### src/design/wpt_pkg.sv
package wpt_pkg;

    localparam int unsigned SAMPLE_W = 12;
    localparam int unsigned ADDR_W   = 16;
    localparam int unsigned DATA_W   = 32;
    localparam int unsigned CNT_W    = 8;

    localparam logic [ADDR_W-1:0] GLOBAL_TRIGGER_SOURCE_OFS      = 16'h9C40;
    localparam logic [ADDR_W-1:0] CHANNEL0_TRIGGER_CONDITION_OFS = 16'h9D08;
    localparam logic [ADDR_W-1:0] WINDOW_UPPER_LEVEL_OFS         = 16'hA410;
    localparam logic [ADDR_W-1:0] WINDOW_LOWER_LEVEL_OFS         = 16'hA474;
    localparam logic [ADDR_W-1:0] QUALIFY_DURATION_SAMPLES_OFS   = 16'hABE0;

    localparam logic [DATA_W-1:0] CHANNEL_TRIGGER_SELECT = 32'h00004E48;
    localparam logic [DATA_W-1:0] LONG_INNER_MODE        = 32'h00002739;
    localparam logic [DATA_W-1:0] SHORT_INNER_MODE       = 32'h0000273A;
    localparam logic [DATA_W-1:0] LONG_OUTER_MODE        = 32'h00002743;
    localparam logic [DATA_W-1:0] SHORT_OUTER_MODE       = 32'h00002744;

    localparam logic [DATA_W-1:0] GLOBAL_SOURCE_RST   = 32'h00000000;
    localparam logic [DATA_W-1:0] CONDITION_RST       = 32'h00000000;
    localparam logic [DATA_W-1:0] UPPER_LEVEL_RST     = 32'h00000000;
    localparam logic [DATA_W-1:0] LOWER_LEVEL_RST     = 32'h00000000;
    localparam logic [DATA_W-1:0] DURATION_RST        = 32'h00000002;

    typedef enum logic [2:0] {
        WPT_IDLE    = 3'b001,
        WPT_QUALIFY = 3'b010,
        WPT_DONE    = 3'b100
    } wpt_state_t;

endpackage

### src/design/wpt_cfg_if.sv
`timescale 1ns/1ps
interface wpt_cfg_if;
    import wpt_pkg::*;
    logic                      enable;
    logic                      inner_mode;
    logic                      long_mode;
    logic signed [SAMPLE_W-1:0] upper;
    logic signed [SAMPLE_W-1:0] lower;
    logic [CNT_W-1:0]          duration;
    logic                      restart;

    modport source (output enable, inner_mode, long_mode, upper, lower,
                    duration, restart);
    modport sink   (input enable, inner_mode, long_mode, upper, lower,
                    duration, restart);
endinterface

### src/design/wpt_qualifier.sv
`timescale 1ns/1ps
module wpt_qualifier
    import wpt_pkg::*;
(
    input  wire logic                        clk,
    input  wire logic                        rst_b,
    wpt_cfg_if.sink                          cfg,
    input  wire logic                        sample_valid,
    input  wire logic signed [SAMPLE_W-1:0]  sample,
    output logic                             trigger,
    output logic                             qualifying
);
    import wpt_pkg::*;

    function automatic logic in_window(input logic signed [SAMPLE_W-1:0] s,
                                       input logic signed [SAMPLE_W-1:0] lo,
                                       input logic signed [SAMPLE_W-1:0] hi);
        in_window = (s >= lo) && (s <= hi);
    endfunction

    wpt_state_t       state_reg,  state_next;
    logic [CNT_W-1:0] count_reg,  count_next;
    logic             inside_reg, inside_next;
    logic             primed_reg, primed_next;
    logic             trig_reg,   trig_next;
    logic             inside_now;
    logic             start_hit;
    logic             stop_hit;
    logic             expired;

    ////////////////////////////////////////////////////////////////////////
    // Classification and qualification.

    always_comb begin
        inside_now  = in_window(sample, cfg.lower, cfg.upper);
        // Entry starts inner modes, exit starts outer modes.
        if (cfg.inner_mode) begin
            start_hit = primed_reg && inside_now && !inside_reg;
            stop_hit  = !inside_now;
        end else begin
            start_hit = primed_reg && !inside_now && inside_reg;
            stop_hit  = inside_now;
        end
        // Expiry looks at the count that this sample would reach.
        expired     = ((count_reg + 8'h01) >= cfg.duration);
        state_next  = state_reg;
        count_next  = count_reg;
        inside_next = inside_reg;
        primed_next = primed_reg;
        trig_next   = 1'b0;
        if (cfg.restart || !cfg.enable) begin
            state_next  = WPT_IDLE;
            count_next  = '0;
            primed_next = 1'b0;
        end else if (sample_valid) begin
            inside_next = inside_now;
            primed_next = 1'b1;
            count_next  = count_reg + 8'h01;
            case (state_reg)
                WPT_IDLE, WPT_DONE: begin
                    count_next = '0;
                    state_next = WPT_IDLE;
                end
                WPT_QUALIFY: begin
                    if (stop_hit) begin
                        trig_next  = !cfg.long_mode;
                        state_next = WPT_DONE;
                    end else if (expired) begin
                        trig_next  = cfg.long_mode;
                        state_next = WPT_DONE;
                    end
                end
                default: begin
                    state_next = WPT_IDLE;
                end
            endcase
            if (start_hit) begin
                state_next = WPT_QUALIFY;
                count_next = 8'h01;
            end
        end
    end

    always_ff @(posedge clk) begin
        if (!rst_b) begin
            state_reg  <= WPT_IDLE;
            count_reg  <= '0;
            inside_reg <= 1'b0;
            primed_reg <= 1'b0;
            trig_reg   <= 1'b0;
        end else begin
            state_reg  <= state_next;
            count_reg  <= count_next;
            inside_reg <= inside_next;
            primed_reg <= primed_next;
            trig_reg   <= trig_next;
        end
    end

    assign trigger    = trig_reg;
    assign qualifying = (state_reg == WPT_QUALIFY);

endmodule

### src/design/wpt_top.sv
`timescale 1ns/1ps
// Notes on behaviour
// - Evaluate every sample outside a mapped-write cycle while global source holds channel-trigger code and condition holds one of the four modes.
// - Upper and lower levels bound a window in input-range units.
// - Inner modes start the counter when the signal enters the window.
// - Long-inner: leaving before expiry suppresses the trigger.
// - Long-inner: expiry while still inside raises a trigger.
// - Short-inner: expiry while still inside gives no trigger.
// - Short-inner: leaving before expiry raises a trigger.
// - Outer modes start the counter when the signal leaves the window.
// - Long-outer: re-entry before expiry suppresses the trigger.
// - Long-outer: expiry while still outside raises a trigger.
// - Short-outer: expiry while still outside gives no trigger.
// - Short-outer: re-entry before expiry raises a trigger.
// - Counter expires after the programmed number of samples, but never before 2.
module wpt_top
    import wpt_pkg::*;
(
    input  wire logic                             clk,
    input  wire logic                             rst_b,
    input  wire logic                             reg_wr,
    input  wire logic                             reg_rd,
    input  wire logic [wpt_pkg::ADDR_W-1:0]       reg_addr,
    input  wire logic [wpt_pkg::DATA_W-1:0]       reg_wdata,
    output logic      [wpt_pkg::DATA_W-1:0]       reg_rdata,
    input  wire logic                             sample_valid,
    input  wire logic signed [wpt_pkg::SAMPLE_W-1:0] sample,
    output logic                                  trigger,
    output logic                                  qualifying
);
    import wpt_pkg::*;

    logic [DATA_W-1:0] source_reg,    source_next;
    logic [DATA_W-1:0] condition_reg, condition_next;
    logic [DATA_W-1:0] upper_reg,     upper_next;
    logic [DATA_W-1:0] lower_reg,     lower_next;
    logic [DATA_W-1:0] duration_reg,  duration_next;
    logic [DATA_W-1:0] rdata_reg,     rdata_next;
    logic              restart_next;
    logic              mode_ok;

    wpt_cfg_if cfg ();

    ////////////////////////////////////////////////////////////////////////
    // Register file.

    always_comb begin
        source_next    = source_reg;
        condition_next = condition_reg;
        upper_next     = upper_reg;
        lower_next     = lower_reg;
        duration_next  = duration_reg;
        restart_next   = 1'b0;
        rdata_next     = rdata_reg;
        if (reg_wr) begin
            restart_next = 1'b1;
            case (reg_addr)
                GLOBAL_TRIGGER_SOURCE_OFS:      source_next    = reg_wdata;
                CHANNEL0_TRIGGER_CONDITION_OFS: condition_next = reg_wdata;
                WINDOW_UPPER_LEVEL_OFS:         upper_next     = reg_wdata;
                WINDOW_LOWER_LEVEL_OFS:         lower_next     = reg_wdata;
                QUALIFY_DURATION_SAMPLES_OFS:   duration_next  = reg_wdata;
                default:                        restart_next   = 1'b0;
            endcase
        end
        if (reg_rd) begin
            case (reg_addr)
                GLOBAL_TRIGGER_SOURCE_OFS:      rdata_next = source_reg;
                CHANNEL0_TRIGGER_CONDITION_OFS: rdata_next = condition_reg;
                WINDOW_UPPER_LEVEL_OFS:         rdata_next = upper_reg;
                WINDOW_LOWER_LEVEL_OFS:         rdata_next = lower_reg;
                QUALIFY_DURATION_SAMPLES_OFS:   rdata_next = duration_reg;
                default:                        rdata_next = '0;
            endcase
        end
    end

    always_ff @(posedge clk) begin
        if (!rst_b) begin
            source_reg    <= GLOBAL_SOURCE_RST;
            condition_reg <= CONDITION_RST;
            upper_reg     <= UPPER_LEVEL_RST;
            lower_reg     <= LOWER_LEVEL_RST;
            duration_reg  <= DURATION_RST;
            rdata_reg     <= '0;
        end else begin
            source_reg    <= source_next;
            condition_reg <= condition_next;
            upper_reg     <= upper_next;
            lower_reg     <= lower_next;
            duration_reg  <= duration_next;
            rdata_reg     <= rdata_next;
        end
    end

    ////////////////////////////////////////////////////////////////////////
    // Mode decode feeding the qualifier.

    always_comb begin
        mode_ok = (condition_reg == LONG_INNER_MODE)
               || (condition_reg == SHORT_INNER_MODE)
               || (condition_reg == LONG_OUTER_MODE)
               || (condition_reg == SHORT_OUTER_MODE);
    end

    assign cfg.enable     = (source_reg == CHANNEL_TRIGGER_SELECT)
                         && mode_ok;
    assign cfg.inner_mode = (condition_reg == LONG_INNER_MODE)
                         || (condition_reg == SHORT_INNER_MODE);
    assign cfg.long_mode  = (condition_reg == LONG_INNER_MODE)
                         || (condition_reg == LONG_OUTER_MODE);
    assign cfg.upper      = upper_reg[SAMPLE_W-1:0];
    assign cfg.lower      = lower_reg[SAMPLE_W-1:0];
    assign cfg.duration   = duration_reg[CNT_W-1:0];
    // A mapped write aborts the pending qualification at its own edge.
    assign cfg.restart    = restart_next;

    wpt_qualifier u_qual (
        .clk          (clk),
        .rst_b        (rst_b),
        .cfg          (cfg),
        .sample_valid (sample_valid),
        .sample       (sample),
        .trigger      (trigger),
        .qualifying   (qualifying)
    );

    assign reg_rdata = rdata_reg;

endmodule

### config.mk
export PLATFORM = sky130hd
export DESIGN_NAME = wpt_top
export DESIGN_NICKNAME = d
export VERILOG_FILES = /design/src/design/wpt_pkg.sv /design/src/design/wpt_cfg_if.sv /design/src/design/wpt_qualifier.sv /design/src/design/wpt_top.sv
export SDC_FILE = /design/constraint.sdc
export NUM_CORES = 1
export LEC_CHECK = 0
export BUFFER_PORTS_ARGS = -buffer_cell sky130_fd_sc_hd__clkbuf_2
export CORE_MARGIN = 1
export CORE_UTILIZATION = 64
export DETAILED_ROUTE_END_ITERATION = 10
export PLACE_DENSITY = 0.85
export SETUP_SLACK_MARGIN = 0.3
export SLEW_MARGIN = 20
export SYNTH_ARGS = -nofsm -noshare
export SYNTH_HDL_FRONTEND = slang
export SYNTH_HIERARCHICAL = 1
export SYNTH_SLANG_ARGS = --single-unit
export TNS_END_PERCENT = 1
### constraint.sdc
create_clock -name clk -period 8.1 [get_ports clk]
set_input_delay 0.405 -clock clk [delete_from_list [all_inputs] [get_ports clk]]
set_output_delay 0.405 -clock clk [all_outputs]
set_load 0.05 [all_outputs]
==> results of run 1 <==
Yosys cell counts, types with 10 or more instances:
| library cell | count |
|---|---|
| sky130_fd_sc_hd__a21boi_0 | 73 |
| sky130_fd_sc_hd__clkbuf_1 | 59 |
| sky130_fd_sc_hd__nand2_1 | 363 |
| sky130_fd_sc_hd__o21ai_0 | 56 |
| sky130_fd_sc_hd__ha_1 | 33 |
| sky130_fd_sc_hd__a22o_1 | 32 |
| sky130_fd_sc_hd__buf_2 | 18 |
| sky130_fd_sc_hd__nor2_1 | 26 |
| sky130_fd_sc_hd__a22oi_1 | 16 |
| sky130_fd_sc_hd__a221oi_1 | 14 |
| sky130_fd_sc_hd__a222oi_1 | 17 |
| sky130_fd_sc_hd__a21oi_1 | 12 |
| sky130_fd_sc_hd__inv_1 | 37 |
| sky130_fd_sc_hd__nand4_1 | 17 |
| sky130_fd_sc_hd__nor2b_1 | 10 |
| sky130_fd_sc_hd__buf_4 | 10 |
| sky130_fd_sc_hd__nand3_1 | 12 |
| sky130_fd_sc_hd__a21boi_1 | 86 |
| sky130_fd_sc_hd__a31oi_1 | 20 |
| sky130_fd_sc_hd__dfxtp_1 | 206 |
worst reg2reg max path: cells and delay by family, from the launching register on:
| family | cells | cell delay (ns) |
|---|---|---|
| flops | 1 | 0.32 |
| simple gates | 7 | 2.63 |
| compound gates | 2 | 0.50 |
power by group:
group          total (uW)  internal (uW)  switching [uW]
Clock                1010            606             401
Sequential           1020           1020            3.90
Combinational         138           46.2            91.3
path summary, 6_finish.rpt:
path | start | end | slack [ns] | cells past startpoint
min reg2reg | upper_reg[17]$_SDFFE_PN0P_ | upper_reg[17]$_SDFFE_PN0P_ | 0.45 | 2
max | source_reg[8]$_SDFFE_PN0P_ | u_qual/count_reg[5]$_SDFFE_PP0P_ | 4.58 | 9
max reg2reg | source_reg[8]$_SDFFE_PN0P_ | u_qual/count_reg[5]$_SDFFE_PP0P_ | 4.58 | 9
min | reg_wdata[17] | source_reg[17]$_SDFFE_PN0P_ | 0.20 | 3
layer usage:
metal / part of all wire, % / global-route usage, %
met2: 48 / 56.3
met1: 41 / 43.8
met5: 0 / 0
met4: 3.0 / 12.7
met3: 7.3 / 4.09
cell families (layout without fill, tap and decap cells):
kind of cell | after synthesis | count (layout) | share of synthesized area, %
buf+inv | 125 | 190 | 5.35
simple gates | 489 | 489 | 21.9
xor+xnor | 8 | 8 | 0.709
compound gates | 353 | 353 | 26.1
mux | 1 | 1 | 0.101
fa+ha+maj | 33 | 33 | 4.18
flops | 206 | 206 | 41.7
per-stage QoR:
stage                     hold slack (ns)  instance area [um^2]  worst slack [ns]
after floorplan                     0.430                  9890              5.36
final                               0.198                 11100              4.58
after CTS                           0.180                 11100              4.67
after detailed placement            0.442                 10400              4.66
after global routing                0.195                 11100              4.40
after global placement              0.437                 10400              4.72
area by class of cell:
class                      count  area (um^2)  share of cell area, %
clock buffer                  33          673                   6.06
clock inverter                 5         58.8                  0.529
inverter                      37          139                   1.25
multi-input combinational    884         5260                   47.4
sequential                   206         4120                   37.1
tap                          188          235                   2.12
timing repair buffer         115          621                   5.58
==> results.toml, run 1 <==
[yosys]
synthTopCellsByArea = "sky130_fd_sc_hd__dfxtp_1 42%, sky130_fd_sc_hd__nand2_1 14%, sky130_fd_sc_hd__a21boi_1 6.5%, sky130_fd_sc_hd__a21boi_0 5.5%, sky130_fd_sc_hd__ha_1 4.2%"
synthesis.yosys.warnings = 6
syn-instance-count = 1215
post-synth-top-area-fraction_pct = 41.7
ys_seq_elements = 206
top_reg_cell_synth = "sky130_fd_sc_hd__dfxtp_1"
syn_nets = 1313
netlist-cell-type-count = 63
syn_area_um2 = 9890
yosysSeqAreaShare_pct = 41.7
synth_top_area_cell = "sky130_fd_sc_hd__dfxtp_1"
post_synth_arst_share_pct = 0
avgSynthCellArea_um2 = 8.14
synth_edf_count = 0

[finish]
share_of_cells_above_drive_strength_1_pct = 12.5
filler_cell_count = 1159
layoutNonFillerInstCount = 1468
utilization_pct = 73.4
mostFrequentLayoutCell = "sky130_fd_sc_hd__nand2_1"
layout.cells.most_common_list = "363 x sky130_fd_sc_hd__nand2_1, 206 x sky130_fd_sc_hd__dfxtp_1, 97 x sky130_fd_sc_hd__clkbuf_2"
num_antenna_cells = 0
areaGrowthSynthToFinish_pct = 12.4
layout.nets = 1364

[clock_network]
clockBufferDepth = 3
clock_latency_late_sink_ns = 0.49
tritoncts.num_buffers = 22
cts.reportedPaths.clkPinSlew_ns = 0.06
cts-hold-fix-buffers = 0
cts.repair_timing.setup_buffer_count = 0
clockRootBuffer = "sky130_fd_sc_hd__clkbuf_16"
cts.repair.resized = 0
cts.sinks = 206
h-tree-depth = 1
cts_tree = "yes"

[worst_hold_path]
hp-class = "in -> reg"

[critical_path]
critical_path.top_delay_family = "simple AND/OR/NAND/NOR gates"
critical_path.slowest_cell = "sky130_fd_sc_hd__nor3_1"
timing.setup.critical_path_class = "reg -> reg"
list_of_cells_traversed_by_the_critical_path = "nor4b_1 -> nand4_1 -> or4_1 -> a2111oi_0 -> nor2b_1 -> nand2_1 -> nor3_1 -> nand3_1 -> o211ai_1"
critical_path_required_ns = 8.51
critPathMaxStageDelay_ns = 0.78
timing.critical_path.buf_inv = 0
critical_path_peak_fanout = 8
worst_setup_path_start_kind = "flop"
crit_path_end_kind = "flop"
worst_ep_arrival_time_ns = 3.93

[run]
cap_violations = 0

[placement]
place_inst = 1430
gp_congestion = 0.893
post-dp-hpwl_mm = 17.0
buffer_ports.inserted = 98

[global_routing]
grt_usage_pct = 33.3
antenna_violations_before_repair = 0
grt_max_degree = 100
grt-ovfl-total = 0
first_pass_grt_wire_length_mm = 43.1
via_count_of_the_first_global_routing_pass = 8477

[sta]
rsz0062_at_grt = "false"
fin_crit_sh_pct = 43.4
final-setup-viol-count = 0
worst_clock_skew_ns = 0.0127
slew_headroom_pct = 31.3
timing.fmax_ghz = 0.284
slew_viol_final = 0
finalHoldViolCount = 0
setup_tns_ns = 0
tightestPinTransition_ns = 1.03
timing.final.crit_period_ns = 3.52

[floorplanning]
floorplan.rows = 45
floorplan.io_pins = 99
floorplan.die.width_um = 126
floorplan.die_area_um2 = 16000
floorplan.initialDensity_pct = 65.3
design.core.area_um2 = 15100
die_y_um = 126

[detailed_routing]
drc = 0
drtIter0Drc = 1073
antenna_violating_nets_post_route = 0
vias = 9251
route.detailed.wl_per_inst_um = 18.3
first_pass_iters = 6
drt-vias-per-instance = 6.30
postRouteWirelength_mm = 26.8

[run_status]
outcome = "finished, final reports clean"

[power_and_ir_drop]
irDropWorstVdd_mv = 0.162
report.power.total_uw = 2170
lkg_pwr_uw = 0.00394
power.density_nw_per_um2 = 195
Power figures use the tool's default switching activity.
==> inputs of run 2 (changes only) <==
- CORE_UTILIZATION: 64 -> 54
- PLACE_DENSITY: 0.85 -> 0.77
- clock period: 8.1 -> 3 ns (I/O delays scaled with it)
==> results.toml, run 2 (synthesized netlist as in run 1, its figures left out) <==
[floorplanning]
floorplan.die_area_um2 = 18900
floorplan.rows = 49
design.core.area_um2 = 18000
floorplan.initialDensity_pct = 55.0
floorplan.io_pins = 99
floorplan.die.width_um = 137
die_y_um = 137

[finish]
areaGrowthSynthToFinish_pct = 19.7
num_antenna_cells = 0
layout.nets = 1418
filler_cell_count = 1491
design_area_um2 = 11800
layout.cells.most_common_list = "362 x sky130_fd_sc_hd__nand2_1, 205 x sky130_fd_sc_hd__dfxtp_1, 97 x sky130_fd_sc_hd__clkbuf_2"
share_of_cells_above_drive_strength_1_pct = 14.8
mostFrequentLayoutCell = "sky130_fd_sc_hd__nand2_1"

[run_status]
outcome = "finished, final reports clean"

[critical_path]
critPathMaxStageDelay_ns = 0.54
critical_path_peak_fanout = 6
worst_setup_path_start_kind = "flop"
timing.critical_path.buf_inv = 1
critical_path_required_ns = 3.46
timing.setup.critical_path_class = "reg -> reg"
critical_path.top_delay_family = "simple AND/OR/NAND/NOR gates"
critical_path.slowest_cell = "sky130_fd_sc_hd__or4b_4"
crit_path_end_kind = "flop"
setup_slack_reg_to_reg_ns = 0.35
worst_ep_arrival_time_ns = 3.10
list_of_cells_traversed_by_the_critical_path = "or4b_4 -> or4_4 -> a2111oi_4 -> nor2b_4 -> nand2_2 -> nor3_4 -> buf_6 -> nand4_1 -> nand2_1"

[power_and_ir_drop]
power.density_nw_per_um2 = 507
lkg_pwr_uw = 0.00423
irDropWorstVdd_mv = 0.449

[detailed_routing]
postRouteWirelength_mm = 27.9
drc = 0
antenna_violating_nets_post_route = 0
drt-vias-per-instance = 5.99
route.detailed.wl_per_inst_um = 17.8
drtIter0Drc = 839
first_pass_iters = 5
vias = 9370

[global_routing]
grt-ovfl-total = 0
first_pass_grt_wire_length_mm = 43.9
via_count_of_the_first_global_routing_pass = 8645
grt_max_degree = 195
grt_usage_pct = 29.5
antenna_violations_before_repair = 0

[clock_network]
h-tree-depth = 1
clock_latency_late_sink_ns = 0.53
clockRootBuffer = "sky130_fd_sc_hd__clkbuf_16"
cts.reportedPaths.clkPinSlew_ns = 0.06
cts_tree = "yes"
cts.sinks = 206
clockBufferDepth = 3
tritoncts.num_buffers = 22

[placement]
gp_congestion = 0.882
buffer_ports.inserted = 98
post-dp-hpwl_mm = 18.2
instance_area_at_placement_um2 = 10600

[sta]
slew_headroom_pct = 49.6
finalHoldViolCount = 0
tightestPinTransition_ns = 0.756
final-setup-viol-count = 0
worst_clock_skew_ns = 0.0291
timing.final.crit_period_ns = 2.65
setup_tns_ns = 0
fin_crit_sh_pct = 88.2
rsz0062_at_grt = "true"
slew_viol_final = 0
timing.fmax_ghz = 0.378

[worst_hold_path]
hp-class = "in -> reg"

[run]
cap_violations = 0
==> run 2: changes by cell type in the layout (fill, tap and decap cells not counted), moves of 2 or more <==
cell                            change
sky130_fd_sc_hd__nor4b_1            -3
sky130_fd_sc_hd__clkbuf_8           -3
sky130_fd_sc_hd__nor4b_2            +2
sky130_fd_sc_hd__buf_12             +3
sky130_fd_sc_hd__clkinv_2           +3
sky130_fd_sc_hd__dlygate4sd3_1     +33
sky130_fd_sc_hd__buf_4             +17
sky130_fd_sc_hd__bufinv_16          +2
==> run 2: area by class of cell <==
class | count | area [um^2] | share of cell area [%]
multi-input combinational | 884 | 5380 | 45.5
sequential | 206 | 4130 | 34.9
timing repair buffer | 169 | 1150 | 9.71
clock buffer | 28 | 603 | 5.10
tap | 229 | 287 | 2.42
clock inverter | 10 | 153 | 1.29
inverter | 37 | 139 | 1.17
==> run 2: worst reg2reg max path: stages (launching register included) <==
cell	delay [ns]
sky130_fd_sc_hd__dfxtp_1	0.33
sky130_fd_sc_hd__or4b_4	0.54
sky130_fd_sc_hd__or4_4	0.53
sky130_fd_sc_hd__a2111oi_4	0.20
sky130_fd_sc_hd__nor2b_4	0.24
sky130_fd_sc_hd__nand2_2	0.10
sky130_fd_sc_hd__nor3_4	0.30
sky130_fd_sc_hd__buf_6	0.15
sky130_fd_sc_hd__nand4_1	0.09
sky130_fd_sc_hd__nand2_1	0.09
==> run 2: final timing paths <==
| kind | start | end | depth (start not counted) |
|---|---|---|---|
| max | source_reg[13]$_SDFFE_PN0P_ | u_qual/count_reg[4]$_SDFFE_PP0P_ | 9 |
| min | rst_b | u_qual/state_reg[1]$_SDFFE_PP0P_ | 4 |
| max reg2reg | source_reg[13]$_SDFFE_PN0P_ | u_qual/count_reg[4]$_SDFFE_PP0P_ | 9 |
| min reg2reg | upper_reg[19]$_SDFFE_PN0P_ | upper_reg[19]$_SDFFE_PN0P_ | 2 |
==> run 2: metal layers <==
metal	share of wire, %	GRT usage [%]	up-vias
met5	0	0	-
met4	2.9	10.9	0
met3	5.5	3.75	66
met2	49	50.6	317
met1	43	37.7	4509
li1	-	-	4478
==> run 2: through the flow <==
stage	setup WS (ns)	utilization [%]	power, uW	hold WS, ns	instances
finish	0.353	65.9	6000	0.0871	1563
global route	0.235	65.9	6170	0.0850	1563
detailed placement	0.0848	59.1	3210	0.442	1491
global placement	0.126	59.1	3200	0.437	1491
CTS	0.288	65.4	6030	0.0607	1562
floorplan	0.450	-	3050	0.274	1215
==> run 2: power breakdown <==
group / switching [uW] / internal [uW]
Combinational: 258 / 160
Clock: 1130 / 1690
Sequential: 10.5 / 2760
Total: 1400 / 4600
==> run 2: what timing repair did <==
action	CTS	global route
buffers inserted	0	1
gates resized for setup	11	13
endpoints found under the hold margin	158	0
hold buffers	33	0
setup endpoints to repair	11	11
pin swaps	1	2
